===== config.mk =====
export PLATFORM = sky130hd
export DESIGN_NAME = ctsr_readout
export DESIGN_NICKNAME = d
export VERILOG_FILES = /design/src/pkg/ctsr_pkg.sv /design/src/ctsr_readout.sv
export SDC_FILE = /design/constraint.sdc
export NUM_CORES = 2
export LEC_CHECK = 0
export ABC_AREA = 1
export BUFFER_PORTS_ARGS = -buffer_cell sky130_fd_sc_hd__buf_4
export CORE_MARGIN = 1
export CORE_UTILIZATION = 32
export DETAILED_ROUTE_END_ITERATION = 12
export MAX_ROUTING_LAYER = met4
export PLACE_DENSITY = 0.5
export SYNTH_ARGS = -nofsm -noshare
export SYNTH_HDL_FRONTEND = slang
export SYNTH_SLANG_ARGS = --single-unit

===== constraint.sdc =====
create_clock -name clk_sys -period 25.3 [get_ports clk_sys]
set_clock_uncertainty 0.2 [all_clocks]
set_input_delay 0 -clock clk_sys [delete_from_list [all_inputs] [get_ports clk_sys]]
set_output_delay 0 -clock clk_sys [all_outputs]
set_load 0.05 [all_outputs]

===== src/pkg/ctsr_pkg.sv =====
package ctsr_pkg;

  // register byte offsets
  localparam logic [5:0] ADDR_CTRL    = 6'h00;
  localparam logic [5:0] ADDR_CHANCNT = 6'h04;
  localparam logic [5:0] ADDR_TXTYPE  = 6'h08;
  localparam logic [5:0] ADDR_EVTIMER = 6'h0C;
  localparam logic [5:0] ADDR_NODE    = 6'h10;
  localparam logic [5:0] ADDR_ADCCFG  = 6'h14;
  localparam logic [5:0] ADDR_SEL     = 6'h18;
  localparam logic [5:0] ADDR_RESVAL  = 6'h1C;
  localparam logic [5:0] ADDR_TEMPVAL = 6'h20;
  localparam logic [5:0] ADDR_RAWVAL  = 6'h24;
  localparam logic [5:0] ADDR_UVOLT   = 6'h28;
  localparam logic [5:0] ADDR_STATUS  = 6'h2C;

  // control register fields
  localparam int CTRL_UNIT_BIT  = 0;
  localparam int CTRL_RECAL_BIT = 1;
  localparam int CTRL_OPER_BIT  = 2;
  localparam int CTRL_SAVE_BIT  = 3;

  // reset values and channel count limit
  localparam logic       UNIT_TEMP_RST = 1'b1;
  localparam logic [6:0] CHANCNT_RST   = 7'h40;
  localparam logic [6:0] CHANCNT_MAX   = 7'h40;
  localparam logic [7:0] EVTIMER_RST   = 8'h00;
  localparam logic [6:0] ADCCFG_RST    = 7'h00;

  // can identifiers and transmission types
  localparam logic [10:0] SYNC_ID      = 11'h080;
  localparam logic [10:0] EMCY_BASE    = 11'h080;
  localparam logic [10:0] TPDO2_BASE   = 11'h280;
  localparam logic [7:0]  TX_TYPE_SYNC = 8'h01;
  localparam logic [7:0]  TX_TYPE_RTR  = 8'hFF;

  // flags byte constant upper nibble
  localparam logic [3:0] RAW_FLAG_HI = 4'hE;

  // conversion constants
  localparam logic [13:0] RES_SCALE    = 14'h2710;
  localparam logic [23:0] TEMP_INVALID = 24'hFFFFFF;
  localparam logic [15:0] RES_MAX      = 16'hFFFF;
  localparam logic [21:0] UV_FULL      = 22'h2625A0;
  localparam int          DIV_STEPS    = 30;
  localparam int          SLOPE_SHIFT  = 8;

  // ntc breakpoints, ohms and millidegrees
  localparam int TBL_R0 = 16369;
  localparam int TBL_R1 = 5000;
  localparam int TBL_R2 = 1801;
  localparam int TBL_R3 = 743;
  localparam int TBL_R4 = 341;
  localparam int TBL_T0 = 0;
  localparam int TBL_T1 = 25000;
  localparam int TBL_T2 = 50000;
  localparam int TBL_T3 = 75000;
  localparam int TBL_STEP = 25000;
  localparam int SLOPE0 = (TBL_STEP * 256) / (TBL_R0 - TBL_R1);
  localparam int SLOPE1 = (TBL_STEP * 256) / (TBL_R1 - TBL_R2);
  localparam int SLOPE2 = (TBL_STEP * 256) / (TBL_R2 - TBL_R3);
  localparam int SLOPE3 = (TBL_STEP * 256) / (TBL_R3 - TBL_R4);

  // timing
  localparam int CLK_HZ      = 25000000;
  localparam int TICK_S      = 1;
  localparam int TICK_CYCLES = CLK_HZ * TICK_S;

  typedef enum logic [2:0] {
    ST_INIT, ST_IDLE, ST_CAL, ST_REQ, ST_WAIT, ST_DIV, ST_SEND
  } ctsr_state_t;

endpackage


===== src/ctsr_readout.sv =====
// Chosen here: the register addresses and the Avalon-MM register port.
`timescale 1ns/1ps
// Functional notes
// - one four-byte message per sensor, id 280h+node
// - channel count up to 64, sensors half
// - even channel voltage, odd current, divide, convert
// - temperature mode: index, 24-bit millidegrees, invalid all-ones
// - resistance mode: index, status+config, 16-bit ohms
// - resistance mode index field stays in range
// - status bit7 error, bits6-0 converter config
// - unit defaults to temperature after reset
// - type 1: sync starts full scan
// - type 255: own remote frame starts scan
// - nonzero seconds timer starts periodic scans too
// - transmission type writable, saved value reloads
// - optional converter recalibration before each scan
// - single sensor ohms and temperature readable
// - single input raw counts or microvolts readable
// - raw flags byte 1110, channel, oscillation, overrange
// - sensors 30, 31 are reference resistors
// - converter faults raise emergency messages
// - fixed identifiers and fixed message content
// - remote frame honoured only for own node
// - timer scans only while operational
module ctsr_readout
  import ctsr_pkg::*;
#(
  parameter int          TICK_COUNT = TICK_CYCLES,
  parameter logic [6:0]  NODE_RST   = 7'h01,
  parameter logic [15:0] EMCY_CODE  = 16'h5000
)(
  input  wire logic        clk_sys,
  input  wire logic        nrst,
  input  wire logic [5:0]  avs_address,
  input  wire logic        avs_read,
  input  wire logic        avs_write,
  input  wire logic [31:0] avs_writedata,
  input  wire logic [3:0]  avs_byteenable,
  output logic      [31:0] avs_readdata,
  output logic             avs_waitrequest,
  input  wire logic        canRxValid,
  input  wire logic [10:0] canRxId,
  input  wire logic        canRxRtr,
  input  wire logic [3:0]  canRxDlc,
  output logic             txValid,
  output logic      [10:0] txId,
  output logic      [31:0] txData,
  input  wire logic        txReady,
  output logic             emcyValid,
  output logic      [10:0] emcyId,
  output logic      [15:0] emcyCode,
  input  wire logic        emcyReady,
  output logic             adcReq,
  output logic             adcCalReq,
  output logic      [5:0]  adcChan,
  output logic      [6:0]  adcCfg,
  input  wire logic        adcAck,
  input  wire logic [15:0] adcCount,
  input  wire logic [1:0]  adcPhysChan,
  input  wire logic        oscillation_flag,
  input  wire logic        overrange_flag,
  input  wire logic        adcFault,
  input  wire logic [7:0]  nvTxType,
  output logic             nvSave,
  output logic      [7:0]  nvSaveData
);

  function automatic logic [31:0] beMerge(input logic [31:0] old, input logic [31:0] wd, input logic [3:0] be);
    logic [31:0] r;
    r = old;
    for (int i = 0; i < 4; i++)
      if (be[i])
        r[i*8 +: 8] = wd[i*8 +: 8];
    return r;
  endfunction

  function automatic logic [23:0] interp(input logic [15:0] r, input int rHi, input int tLo, input int slope);
    int d;
    d = (rHi - int'(r)) * slope;
    return 24'(tLo + (d >>> SLOPE_SHIFT));
  endfunction

  ctsr_state_t state_q;
  logic        unitTemp_q;
  logic        recalEn_q;
  logic        oper_q;
  logic [6:0]  chanCnt_q;
  logic [7:0]  txType_q;
  logic [7:0]  evTimer_q;
  logic [6:0]  node_q;
  logic [6:0]  adcCfg_q;
  logic [5:0]  sel_q;
  logic [31:0] readdata_q;
  logic        waitreq_q;
  logic        nvSave_q;
  logic [7:0]  nvSaveData_q;
  logic        txValid_q;
  logic [10:0] txId_q;
  logic [31:0] txData_q;
  logic        emcyValid_q;
  logic [10:0] emcyId_q;
  logic        adcReq_q;
  logic        adcCal_q;
  logic [5:0]  adcChan_q;
  logic        oddPhase_q;
  logic [4:0]  sensor_q;
  logic        scanPend_q;
  logic [31:0] tick_q;
  logic [7:0]  secCnt_q;
  logic [15:0] cntV_q;
  logic        errV_q;
  logic        errI_q;
  logic [29:0] rem_q;
  logic [29:0] quo_q;
  logic [29:0] num_q;
  logic [15:0] den_q;
  logic [4:0]  divCnt_q;
  logic [15:0] scans_q;
  logic [15:0] resMem_q  [32];
  logic [23:0] tempMem_q [32];
  logic [15:0] rawMem_q  [64];
  logic [7:0]  flagMem_q [64];

  // bus decode
  wire        busAccept = (avs_read | avs_write) & waitreq_q;
  wire        wrNow     = avs_write & ~waitreq_q;
  wire [31:0] wdCtrl    = beMerge({28'h0, 1'b0, oper_q, recalEn_q, unitTemp_q}, avs_writedata, avs_byteenable);
  wire [31:0] wdChan    = beMerge({25'h0, chanCnt_q}, avs_writedata, avs_byteenable);
  wire [31:0] wdType    = beMerge({24'h0, txType_q}, avs_writedata, avs_byteenable);
  wire [31:0] wdTimer   = beMerge({24'h0, evTimer_q}, avs_writedata, avs_byteenable);
  wire [31:0] wdNode    = beMerge({25'h0, node_q}, avs_writedata, avs_byteenable);
  wire [31:0] wdCfg     = beMerge({25'h0, adcCfg_q}, avs_writedata, avs_byteenable);
  wire [31:0] wdSel     = beMerge({26'h0, sel_q}, avs_writedata, avs_byteenable);
  wire        wrCtrl    = wrNow & (avs_address == ADDR_CTRL);
  wire        wrType    = wrNow & (avs_address == ADDR_TXTYPE);
  wire        saveReq   = wrCtrl & wdCtrl[CTRL_SAVE_BIT];
  wire [6:0]  chanClamp = (wdChan[6:0] > CHANCNT_MAX) ? CHANCNT_MAX : wdChan[6:0];

  // sdo-style single value reads
  wire [15:0] selRaw  = rawMem_q[sel_q];
  wire [37:0] uvProd  = 38'(selRaw) * 38'(UV_FULL);
  wire [21:0] selUv   = uvProd[37:16];
  logic [31:0] rdMux;
  always_comb
  begin
    case (avs_address)
      ADDR_CTRL:    rdMux = {28'h0, 1'b0, oper_q, recalEn_q, unitTemp_q};
      ADDR_CHANCNT: rdMux = {25'h0, chanCnt_q};
      ADDR_TXTYPE:  rdMux = {24'h0, txType_q};
      ADDR_EVTIMER: rdMux = {24'h0, evTimer_q};
      ADDR_NODE:    rdMux = {25'h0, node_q};
      ADDR_ADCCFG:  rdMux = {25'h0, adcCfg_q};
      ADDR_SEL:     rdMux = {26'h0, sel_q};
      ADDR_RESVAL:  rdMux = {16'h0, resMem_q[sel_q[4:0]]};
      ADDR_TEMPVAL: rdMux = {8'h0, tempMem_q[sel_q[4:0]]};
      ADDR_RAWVAL:  rdMux = {8'h0, flagMem_q[sel_q], selRaw};
      ADDR_UVOLT:   rdMux = {flagMem_q[sel_q], 2'h0, selUv};
      ADDR_STATUS:  rdMux = {scans_q, 2'h0, scanPend_q, sensor_q, 5'h0, state_q};
      default:      rdMux = 32'h0;
    endcase
  end

  // trigger decode
  wire [10:0] ownTpdo  = TPDO2_BASE + {4'h0, node_q};
  wire        isSync   = canRxValid & ~canRxRtr & (canRxId == SYNC_ID) & (canRxDlc == 4'h0);
  wire        isRemote = canRxValid & canRxRtr & (canRxId == ownTpdo) & (canRxDlc == 4'h0);
  wire        syncTrig = isSync & (txType_q == TX_TYPE_SYNC);
  wire        rtrTrig  = isRemote & (txType_q == TX_TYPE_RTR);
  wire        tickNow  = (tick_q == 32'(TICK_COUNT - 1));
  wire        secHit   = tickNow & (secCnt_q == evTimer_q - 8'h01);
  wire        timeTrig = secHit & oper_q & (evTimer_q != 8'h00);
  wire        anyTrig  = syncTrig | rtrTrig | timeTrig;
  wire [5:0]  sensorCnt = chanCnt_q[6:1];
  wire        lastSens = ({1'b0, sensor_q} + 6'h01 >= sensorCnt);

  // resistance and temperature of current pair
  wire        divZero  = (den_q == 16'h0);
  wire        resOvf   = divZero | (quo_q > 30'(RES_MAX));
  wire [15:0] resVal   = resOvf ? RES_MAX : quo_q[15:0];
  wire [15:0] r        = resVal;
  logic [23:0] tempVal;
  always_comb
  begin
    // reference resistors at positions 30 and 31 land on the end points
    if (resOvf | errV_q | errI_q | r > 16'(TBL_R0) | r < 16'(TBL_R4))
      tempVal = TEMP_INVALID;
    else if (r > 16'(TBL_R1))
      tempVal = interp(r, TBL_R0, TBL_T0, SLOPE0);
    else if (r > 16'(TBL_R2))
      tempVal = interp(r, TBL_R1, TBL_T1, SLOPE1);
    else if (r > 16'(TBL_R3))
      tempVal = interp(r, TBL_R2, TBL_T2, SLOPE2);
    else
      tempVal = interp(r, TBL_R3, TBL_T3, SLOPE3);
  end
  wire [7:0]  statusB  = {errI_q | errV_q, adcCfg_q};
  wire [7:0]  idxByte  = {3'h0, sensor_q};
  wire [31:0] msgTemp  = {tempVal, idxByte};
  wire [31:0] msgRes   = {resVal, statusB, idxByte};

  // dividend and divisor step
  wire [30:0] remShift = {rem_q, num_q[29]};
  wire        subOk    = remShift >= 31'(den_q);
  wire [30:0] remSub   = remShift - 31'(den_q);

  // bus slave: waitrequest drops one cycle after the request
  always_ff @(posedge clk_sys or negedge nrst)
  begin
    if (!nrst)
    begin
      waitreq_q  <= 1'b1;
      readdata_q <= 32'h0;
    end
    else
    begin
      waitreq_q  <= ~busAccept;
      if (busAccept)
        readdata_q <= avs_read ? rdMux : 32'h0;
    end
  end

  // software registers
  always_ff @(posedge clk_sys or negedge nrst)
  begin
    if (!nrst)
    begin
      unitTemp_q <= UNIT_TEMP_RST;
      recalEn_q  <= 1'b0;
      oper_q     <= 1'b0;
      chanCnt_q  <= CHANCNT_RST;
      evTimer_q  <= EVTIMER_RST;
      node_q     <= NODE_RST;
      adcCfg_q   <= ADCCFG_RST;
      sel_q      <= 6'h0;
    end
    else if (wrNow)
    begin
      case (avs_address)
        ADDR_CTRL:
        begin
          unitTemp_q <= wdCtrl[CTRL_UNIT_BIT];
          recalEn_q  <= wdCtrl[CTRL_RECAL_BIT];
          oper_q     <= wdCtrl[CTRL_OPER_BIT];
        end
        ADDR_CHANCNT: chanCnt_q <= chanClamp;
        ADDR_EVTIMER: evTimer_q <= wdTimer[7:0];
        ADDR_NODE:    node_q    <= wdNode[6:0];
        ADDR_ADCCFG:  adcCfg_q  <= wdCfg[6:0];
        ADDR_SEL:     sel_q     <= wdSel[5:0];
        default:      sel_q     <= sel_q;
      endcase
    end
  end

  // transmission type: stored default is taken once reset is released
  always_ff @(posedge clk_sys or negedge nrst)
  begin
    if (!nrst)
    begin
      txType_q     <= TX_TYPE_RTR;
      nvSave_q     <= 1'b0;
      nvSaveData_q <= 8'h0;
      emcyId_q     <= 11'h0;
    end
    else
    begin
      nvSave_q <= saveReq;
      emcyId_q <= EMCY_BASE + {4'h0, node_q};
      if (state_q == ST_INIT)
        txType_q <= nvTxType;
      else if (wrType)
        txType_q <= wdType[7:0];
      if (saveReq)
        nvSaveData_q <= wrType ? wdType[7:0] : txType_q;
    end
  end

  // one second tick and event timer
  always_ff @(posedge clk_sys or negedge nrst)
  begin
    if (!nrst)
    begin
      tick_q   <= 32'h0;
      secCnt_q <= 8'h0;
    end
    else
    begin
      tick_q <= tickNow ? 32'h0 : tick_q + 32'h1;
      if (secHit | evTimer_q == 8'h00)
        secCnt_q <= 8'h0;
      else if (tickNow)
        secCnt_q <= secCnt_q + 8'h01;
    end
  end

  // emergency on converter fault, held until taken
  always_ff @(posedge clk_sys or negedge nrst)
  begin
    if (!nrst)
      emcyValid_q <= 1'b0;
    else if (adcFault)
      emcyValid_q <= 1'b1;
    else if (emcyReady)
      emcyValid_q <= 1'b0;
  end

  // scan sequencer
  always_ff @(posedge clk_sys or negedge nrst)
  begin
    if (!nrst)
    begin
      state_q    <= ST_INIT;
      scanPend_q <= 1'b0;
      sensor_q   <= 5'h0;
      oddPhase_q <= 1'b0;
      adcReq_q   <= 1'b0;
      adcCal_q   <= 1'b0;
      adcChan_q  <= 6'h0;
      cntV_q     <= 16'h0;
      errV_q     <= 1'b0;
      errI_q     <= 1'b0;
      rem_q      <= 30'h0;
      quo_q      <= 30'h0;
      num_q      <= 30'h0;
      den_q      <= 16'h0;
      divCnt_q   <= 5'h0;
      txValid_q  <= 1'b0;
      txId_q     <= 11'h0;
      txData_q   <= 32'h0;
      scans_q    <= 16'h0;
    end
    else
    begin
      adcReq_q <= 1'b0;
      adcCal_q <= 1'b0;
      // a trigger during a scan is remembered, not lost
      if (anyTrig)
        scanPend_q <= 1'b1;
      case (state_q)
        ST_INIT: state_q <= ST_IDLE;
        ST_IDLE:
          if ((scanPend_q | anyTrig) && sensorCnt != 6'h0)
          begin
            scanPend_q <= 1'b0;
            sensor_q   <= 5'h0;
            oddPhase_q <= 1'b0;
            if (recalEn_q)
            begin
              adcCal_q <= 1'b1;
              state_q  <= ST_CAL;
            end
            else
              state_q <= ST_REQ;
          end
        ST_CAL:
          if (adcAck)
            state_q <= ST_REQ;
        ST_REQ:
        begin
          adcChan_q <= {sensor_q, oddPhase_q};
          adcReq_q  <= 1'b1;
          state_q   <= ST_WAIT;
        end
        ST_WAIT:
          if (adcAck)
          begin
            if (!oddPhase_q)
            begin
              cntV_q     <= adcCount;
              errV_q     <= oscillation_flag | overrange_flag;
              oddPhase_q <= 1'b1;
              state_q    <= ST_REQ;
            end
            else
            begin
              errI_q   <= oscillation_flag | overrange_flag;
              num_q    <= 30'(cntV_q) * 30'(RES_SCALE);
              den_q    <= adcCount;
              rem_q    <= 30'h0;
              quo_q    <= 30'h0;
              divCnt_q <= 5'h0;
              state_q  <= ST_DIV;
            end
          end
        ST_DIV:
        begin
          rem_q    <= subOk ? remSub[29:0] : remShift[29:0];
          quo_q    <= {quo_q[28:0], subOk};
          num_q    <= {num_q[28:0], 1'b0};
          divCnt_q <= divCnt_q + 5'h01;
          if (divCnt_q == 5'(DIV_STEPS - 1))
            state_q <= ST_SEND;
        end
        ST_SEND:
          if (!txValid_q)
          begin
            txValid_q <= 1'b1;
            txId_q    <= ownTpdo;
            txData_q  <= unitTemp_q ? msgTemp : msgRes;
          end
          else if (txReady)
          begin
            txValid_q  <= 1'b0;
            oddPhase_q <= 1'b0;
            if (lastSens)
            begin
              scans_q <= scans_q + 16'h0001;
              state_q <= ST_IDLE;
            end
            else
            begin
              sensor_q <= sensor_q + 5'h01;
              state_q  <= ST_REQ;
            end
          end
        default: state_q <= ST_IDLE;
      endcase
    end
  end

  // per-sensor and per-input result storage
  wire storeRaw  = (state_q == ST_WAIT) & adcAck;
  wire storeSens = (state_q == ST_SEND) & ~txValid_q;
  always_ff @(posedge clk_sys)
  begin
    if (storeRaw)
    begin
      rawMem_q[adcChan_q]  <= adcCount;
      flagMem_q[adcChan_q] <= {RAW_FLAG_HI, adcPhysChan, oscillation_flag, overrange_flag};
    end
    if (storeSens)
    begin
      resMem_q[sensor_q]  <= resVal;
      tempMem_q[sensor_q] <= tempVal;
    end
  end

  assign avs_readdata    = readdata_q;
  assign avs_waitrequest = waitreq_q;
  assign txValid         = txValid_q;
  assign txId            = txId_q;
  assign txData          = txData_q;
  assign emcyValid       = emcyValid_q;
  assign emcyId          = emcyId_q;
  assign emcyCode        = EMCY_CODE;
  assign adcReq          = adcReq_q;
  assign adcCalReq       = adcCal_q;
  assign adcChan         = adcChan_q;
  assign adcCfg          = adcCfg_q;
  assign nvSave          = nvSave_q;
  assign nvSaveData      = nvSaveData_q;

endmodule


# After elaboration in Yosys (flattened, before gate mapping)
# Memories as Yosys holds them, arrays and structs flattened.
# Cells that the tools add are included.
# Widths: inputs -> output; s select.
# totals
register_bits,345
ramBits,2560
input_bits,95
output_inout_bits,129
wordCells,229
mem_count,4
# mem_list
name,depth,width,rd,rd_clocked_by_memory_dff,wr,line,rtl
rawMem_q,64,16,1,0,1,ctsr_readout.sv:121,logic [15:0] rawMem_q [64];
tempMem_q,32,24,1,0,1,ctsr_readout.sv:120,logic [23:0] tempMem_q [32];
resMem_q,32,16,1,0,1,ctsr_readout.sv:119,logic [15:0] resMem_q [32];
flagMem_q,64,4,1,0,1,ctsr_readout.sv:122,logic [7:0] flagMem_q [64];
# op_classes
add_sub_neg,17
n_mul,6
magnitude_cmp,9
eq_ne,32
muxes,63
bitwise,35
reduce_logical,27
# ops
cell,count
$pmux 32 s12,1
$pmux 30 s2,3
$mux 30,5
$mux 24,4
$mux 32,3
$mux 8,5
$mul 16x17->33 const B,1
$add 32x1->32 const B,1
$eq 32x25->1 const B,1
$ge 31x16->1,1
$mul 17x14->31 const B,1
$gt 30x16->1 const B,1
$mux 5,6
$sub 30x16->30,1
$mul 17x11->28 const B,1
$mul 17x10->27 const B,1
$mul 16x10->26 const B,1
$mul 17x8->25 const B,1
$add 17x23->24 const A,1
$add 18x24->24 const A,1
$eq 6x5->1 const B,4
$eq 6x6->1 const B,4
$reduce_and 3->1,8
$add 16x21->22 const A,1
56 further kinds,132

# Depth between registers and ports, before layout
# depth
depth_word,11
depth_mapped,57
depth_no_buf,57

# Worst setup path after synthesis
# No wires, ideal clock.
# synth_timing
kind,flip-flop to flip-flop
start,register quo_q[24]
end,"memory tempMem_q[0][18], data pin"
setup_ns,0.449
arrival_ns,8.197
required_time_ns,24.651
slack_ns,16.454
path_stages_with_launch,47
synth_period_minus_slack_ns,8.846
path_cell_list,dfrtp_1 -> inv_2 -> nand2_1 -> nor2_2 -> nand2_2 -> nor2_8 -> nand2_8 -> buf_12 -> nor2_1 -> ha_1 -> nand2_1 -> nand2_1 -> inv_1 -> nor3_2 -> inv_1 -> nor2_2 -> nand2_1 -> a21boi_0 -> (+11 left out) -> fa_1 -> inv_1 -> ha_1 -> a21o_1 -> a31oi_1 -> nor2_1 -> nor4_1 -> nand2_1 -> xor2_2 -> inv_2 -> nor3_4 -> a21oi_1 -> nand2_1 -> nand2_1 -> nand2_1 -> nand2_1 -> nand2_1 -> nand3_1
# synth_via
elab_chain_len,10
elab_cells_between_ends,27
classes_between,add/sub (7); mul (4); order compare (6); mux (5); bitwise (5)
# synth_rtl
element,line,rtl
"start, declared",ctsr_readout.sv:114,logic [29:0] quo_q;
"start signal, assigned",ctsr_readout.sv:388,"quo_q <= {quo_q[28:0], subOk};"
$gt 30x16->1 (*),ctsr_readout.sv:178,wire resOvf = divZero | (quo_q > 30'(RES_MAX));
$or 1x1->1 (*),ctsr_readout.sv:178,
$mux 16,ctsr_readout.sv:179,wire [15:0] resVal = resOvf ? RES_MAX : quo_q[15:0];
$sub 10x16->17 / $sub 11x16->17 (equally long branches),ctsr_readout.sv:79,d = (rHi - int'(r)) * slope;
$mul 17x11->28 / $mul 17x14->31 (equally long branches),ctsr_readout.sv:79,
$add 18x24->24 / $add 17x23->24 (equally long branches),ctsr_readout.sv:80,return 24'(tLo + (d >>> SLOPE_SHIFT));
$mux 24,ctsr_readout.sv:191,else if (r > 16'(TBL_R3))
$mux 24,ctsr_readout.sv:189,else if (r > 16'(TBL_R2))
$mux 24,ctsr_readout.sv:187,else if (r > 16'(TBL_R1))
$mux 24 (*),ctsr_readout.sv:185,if (resOvf | errV_q | errI_q | r > 16'(TBL_R0) | r < 16'(TBL_R4))
net tempVal[18],ctsr_readout.sv:181,logic [23:0] tempVal;
"end, declared",ctsr_readout.sv:120,
# Mark *: on every way through the listed nets, which the timed path passes. The rest lies on a longest branch.

# Worst setup path in the final report
# layout_timing
start,register den_q[6]
end,"memory tempMem_q[21][17], data pin"
# layout_via
elab_chain_len,10
elab_cells_between_ends,27
classes_between,add/sub (7); mul (4); order compare (5); mux (5); bitwise (5); reduce/logical (1)
# layout_rtl
element,line,rtl
"start, declared",ctsr_readout.sv:116,logic [15:0] den_q;
"start signal, assigned",ctsr_readout.sv:378,den_q <= adcCount;
$logic_not 16->1 (*),ctsr_readout.sv:177,wire divZero = (den_q == 16'h0);
$or 1x1->1 (*),ctsr_readout.sv:178,
$mux 16 (*),ctsr_readout.sv:179,
net msgRes[19],ctsr_readout.sv:199,"wire [31:0] msgRes = {resVal, statusB, idxByte};"
$sub 10x16->17 / $sub 11x16->17 (equally long branches),ctsr_readout.sv:79,
$mul 17x11->28 / $mul 17x14->31 (equally long branches),ctsr_readout.sv:79,
$add 18x24->24 / $add 17x23->24 (equally long branches),ctsr_readout.sv:80,
$mux 24,ctsr_readout.sv:191,
$mux 24,ctsr_readout.sv:189,
$mux 24,ctsr_readout.sv:187,
$mux 24 (*),ctsr_readout.sv:185,
net tempVal[17],ctsr_readout.sv:181,
# Marked as above.

==> results.md <==
- Crit path largest cell delay: between 0.6 and 0.7 ns
- DR DRC count: 0
- Netlist cell types: 85
- RSZ-0062 raised after global routing: no
- FF/Latch Area: 0.08527 sq mm
- CP arrival: 11.05 ns
- Placed cell areas: 0.1491 sq mm
- Worst r2r src: den_q[6]
- Most common cell after layout, fill and taps aside: edfxtp_1
- Setup CP Type: flip-flop to flip-flop
- Synth warn: 0
- Clock Latency Late Sink: 0.91 ns
- Relative slew margins: approximately 16%
- Routed len/inst: 23.60 um
- Async set-reset flop share out of synthesis: a little under an eighth
- CORE AREA: 0.4378 sq mm
- Multi-input gate area: 0.04897 sq mm
- EDFF count, synth: 2560
- Post-CTS resize count: 0
- Slew @ Worst Pin: 1.257 ns
- Hold Crit Class: primary input to flip-flop
- Share of layout cells above drive strength 1: 8.696%
- Via count: 97990
- Final design utilization: 36.53%
- DRT iter0 DRCs: 9297
- Fmax: 92.01 MHz
- Hpwl dp: 268400 um
- Final hold violations: 0
- WHS Path Cells: 2
- Post-Syn Area per Cell: 11.11 sq um
- CTS Hold Buffers Added: 107
- Most frequent cells in the layout: edfxtp_1, nor2_1, o21ai_0, inv_1, nand2_1
- Antenna violations before repair: 15
- Die area: 0.4422 sq mm
- Setup Buffers After CTS: 0
- Top cell by count, worst path: inv_1
- Num Clock Sinks: 2894
- Grt total ovfl: 0
- Cell Rows: about 240
- Critical Path Source: den_q[6]
- Crit Path Max Fanout: between 40 and 50
- CTS root buffer: clkbuf_16
- Max Cap Viol: 0
- Slowest CP cell: a22oi_1
- Post-route clock period utilization: 42.96%
- CTS Buf Count: about 310
- Slew Limit Fails: 0
- Synthesized instance count: 12660
- Synth Cell Area: 0.1406 sq mm
- Clock tree buffer depth: 4
- Reg2Reg Depth: 48
- GR Util met1: 28.03%
- GPL Wtd Cong: 0.8751
- First-pass GRT wire length: 648300 um
- Chip Width: 665.0 um
- Register bit total from synthesis: 2894
- Endpoints failing setup: 0
- Final instance area: 0.1599 sq mm
- ANT nets after route: 0
- Worst setup EP type: flip-flop
- Gr busiest metal: met2
- Vias in the first global route: 93710
- Status: finished clean
- Min cycle time layout: 10.87 ns
- Pin count of the biggest net entering global routing: 163
- Nets: 13810
- DRT Wirelength: 445000 um
- GRT Overall Usage: 20.16%
- Die H: 665.0 um
- Min-delay src: adcCount[3]
- Ys flop type: edfxtp_1
- Starting Density: about 32%
- CP Launch Type: flip-flop
- 1st-pass router iterations: 6
- TritonCTS clock tree: done
- Met3 usage: under 10%
- Io pins: approximately 220
- Filler cell count: 43230
- # port buffers: 172
- Htree depth: 5
- CP required: 25.48 ns
- Fin Setup TNS: 0 ns
- Routed vias/inst: slightly above 5
- Seq/Total Area, Yosys: 60.61%
- Clk slew on worst S/H paths: ~0.06 ns
- Met2 Use GR: 31.59%
- P&R area growth vs syn: 13.72%
-- flip-flops by register name, indices dropped and copies added (netlist names), 16 cells and up --
| signal | count |
|---|---|
| flagMem_q | 256 |
| txData | 29 |
| rem_q | 30 |
| rawMem_q | 1024 |
| den_q | 16 |
| quo_q | 30 |
| scans_q | 16 |
| avs_readdata | 32 |
| resMem_q | 512 |
| tempMem_q | 768 |
| num_q | 26 |
| cntV_q | 16 |
| tick_q | 32 |
-- final timing paths --
path                                      to  slack (ns)
setup reg to reg           tempMem_q[21][17]       14.43
hold / removal               rawMem_q[15][3]        0.08
hold reg to reg                    emcyId[6]        0.20
min in group asynchronous    avs_readdata[7]        0.09
setup / recovery           tempMem_q[21][17]       14.43
max in group asynchronous         cntV_q[11]       22.44
-- final cells by class --
type	count	share of cell area, %
inverters	1149	2.730
multi-input cells	7979	30.62
repair buffers	517	2.719
clock inverters	159	0.8926
flip-flops and latches	2894	53.31
clock buffers	389	5.199
diodes	16	0.02503
well taps	5757	4.504
-- through the flow --
| step | std cells | setup WS (ns) | hold slack [ns] |
|---|---|---|---|
| 2_1_floorplan | 12680 | 16.45 | -0.4956 |
| 3_3_place_gp | 18190 | 14.49 | -0.1465 |
| 3_5_place_dp | 18190 | 14.50 | -0.1538 |
| 4_1_cts | 18840 | 14.43 | 0.04832 |
| 5_1_grt | 18850 | 13.63 | 0.1023 |
| 6_report | 18860 | 14.43 | 0.07662 |
-- Yosys cell counts (all sizes together) (25+ instances only) --
master,number,share of area (%)
ha,527,4.7
a22oi,49,0.26
nand4,55,0.25
dfrtp,322,5.7
xnor2,58,0.36
clkbuf,481,1.3
a31oi,25,0.12
a21oi,265,0.95
buf,178,0.69
o21ai,1953,7.0
nor3,63,0.24
nor2,2069,5.8
o32ai,30,0.19
xor2,138,0.88
o221ai,51,0.32
nand3,258,0.98
inv,1141,3.1
edfxtp,2560,55
nand2,1096,3.0
fa,331,4.7
o22ai,764,3.4
-- critical path: cells and delay by family, from the launching register on --
kind	cells	cell delay (ns)
buffers and inverters	11	0.95
DFF	1	0.38
adders and majority gates	8	3.25
AOI/OAI and AO/OA	5	1.35
and+or+nand+nor	24	4.08
-- kinds of logic (layout without fill, tap and decap cells) --
family	after synthesis	in the layout	synth area share [%]
compound gates	3290	3290	13.11
fa+ha+maj	858	858	9.400
mux	4	4	0.03025
buf+inv	1808	2214	5.055
xor+xnor	196	196	1.242
flops	2894	2894	60.61
other cells	2	44	0.005340
simple gates	3603	3603	10.54
-- layer usage --
metal,vias up,wire length (um)
met5,-,0
met4,0,11420
met3,571,25000
met2,2976,206100
met1,49330,202500
li1,45110,-
Power is not shown: default switching activity piles up to over one toggle a cycle in this logic, so the estimate is an artifact.
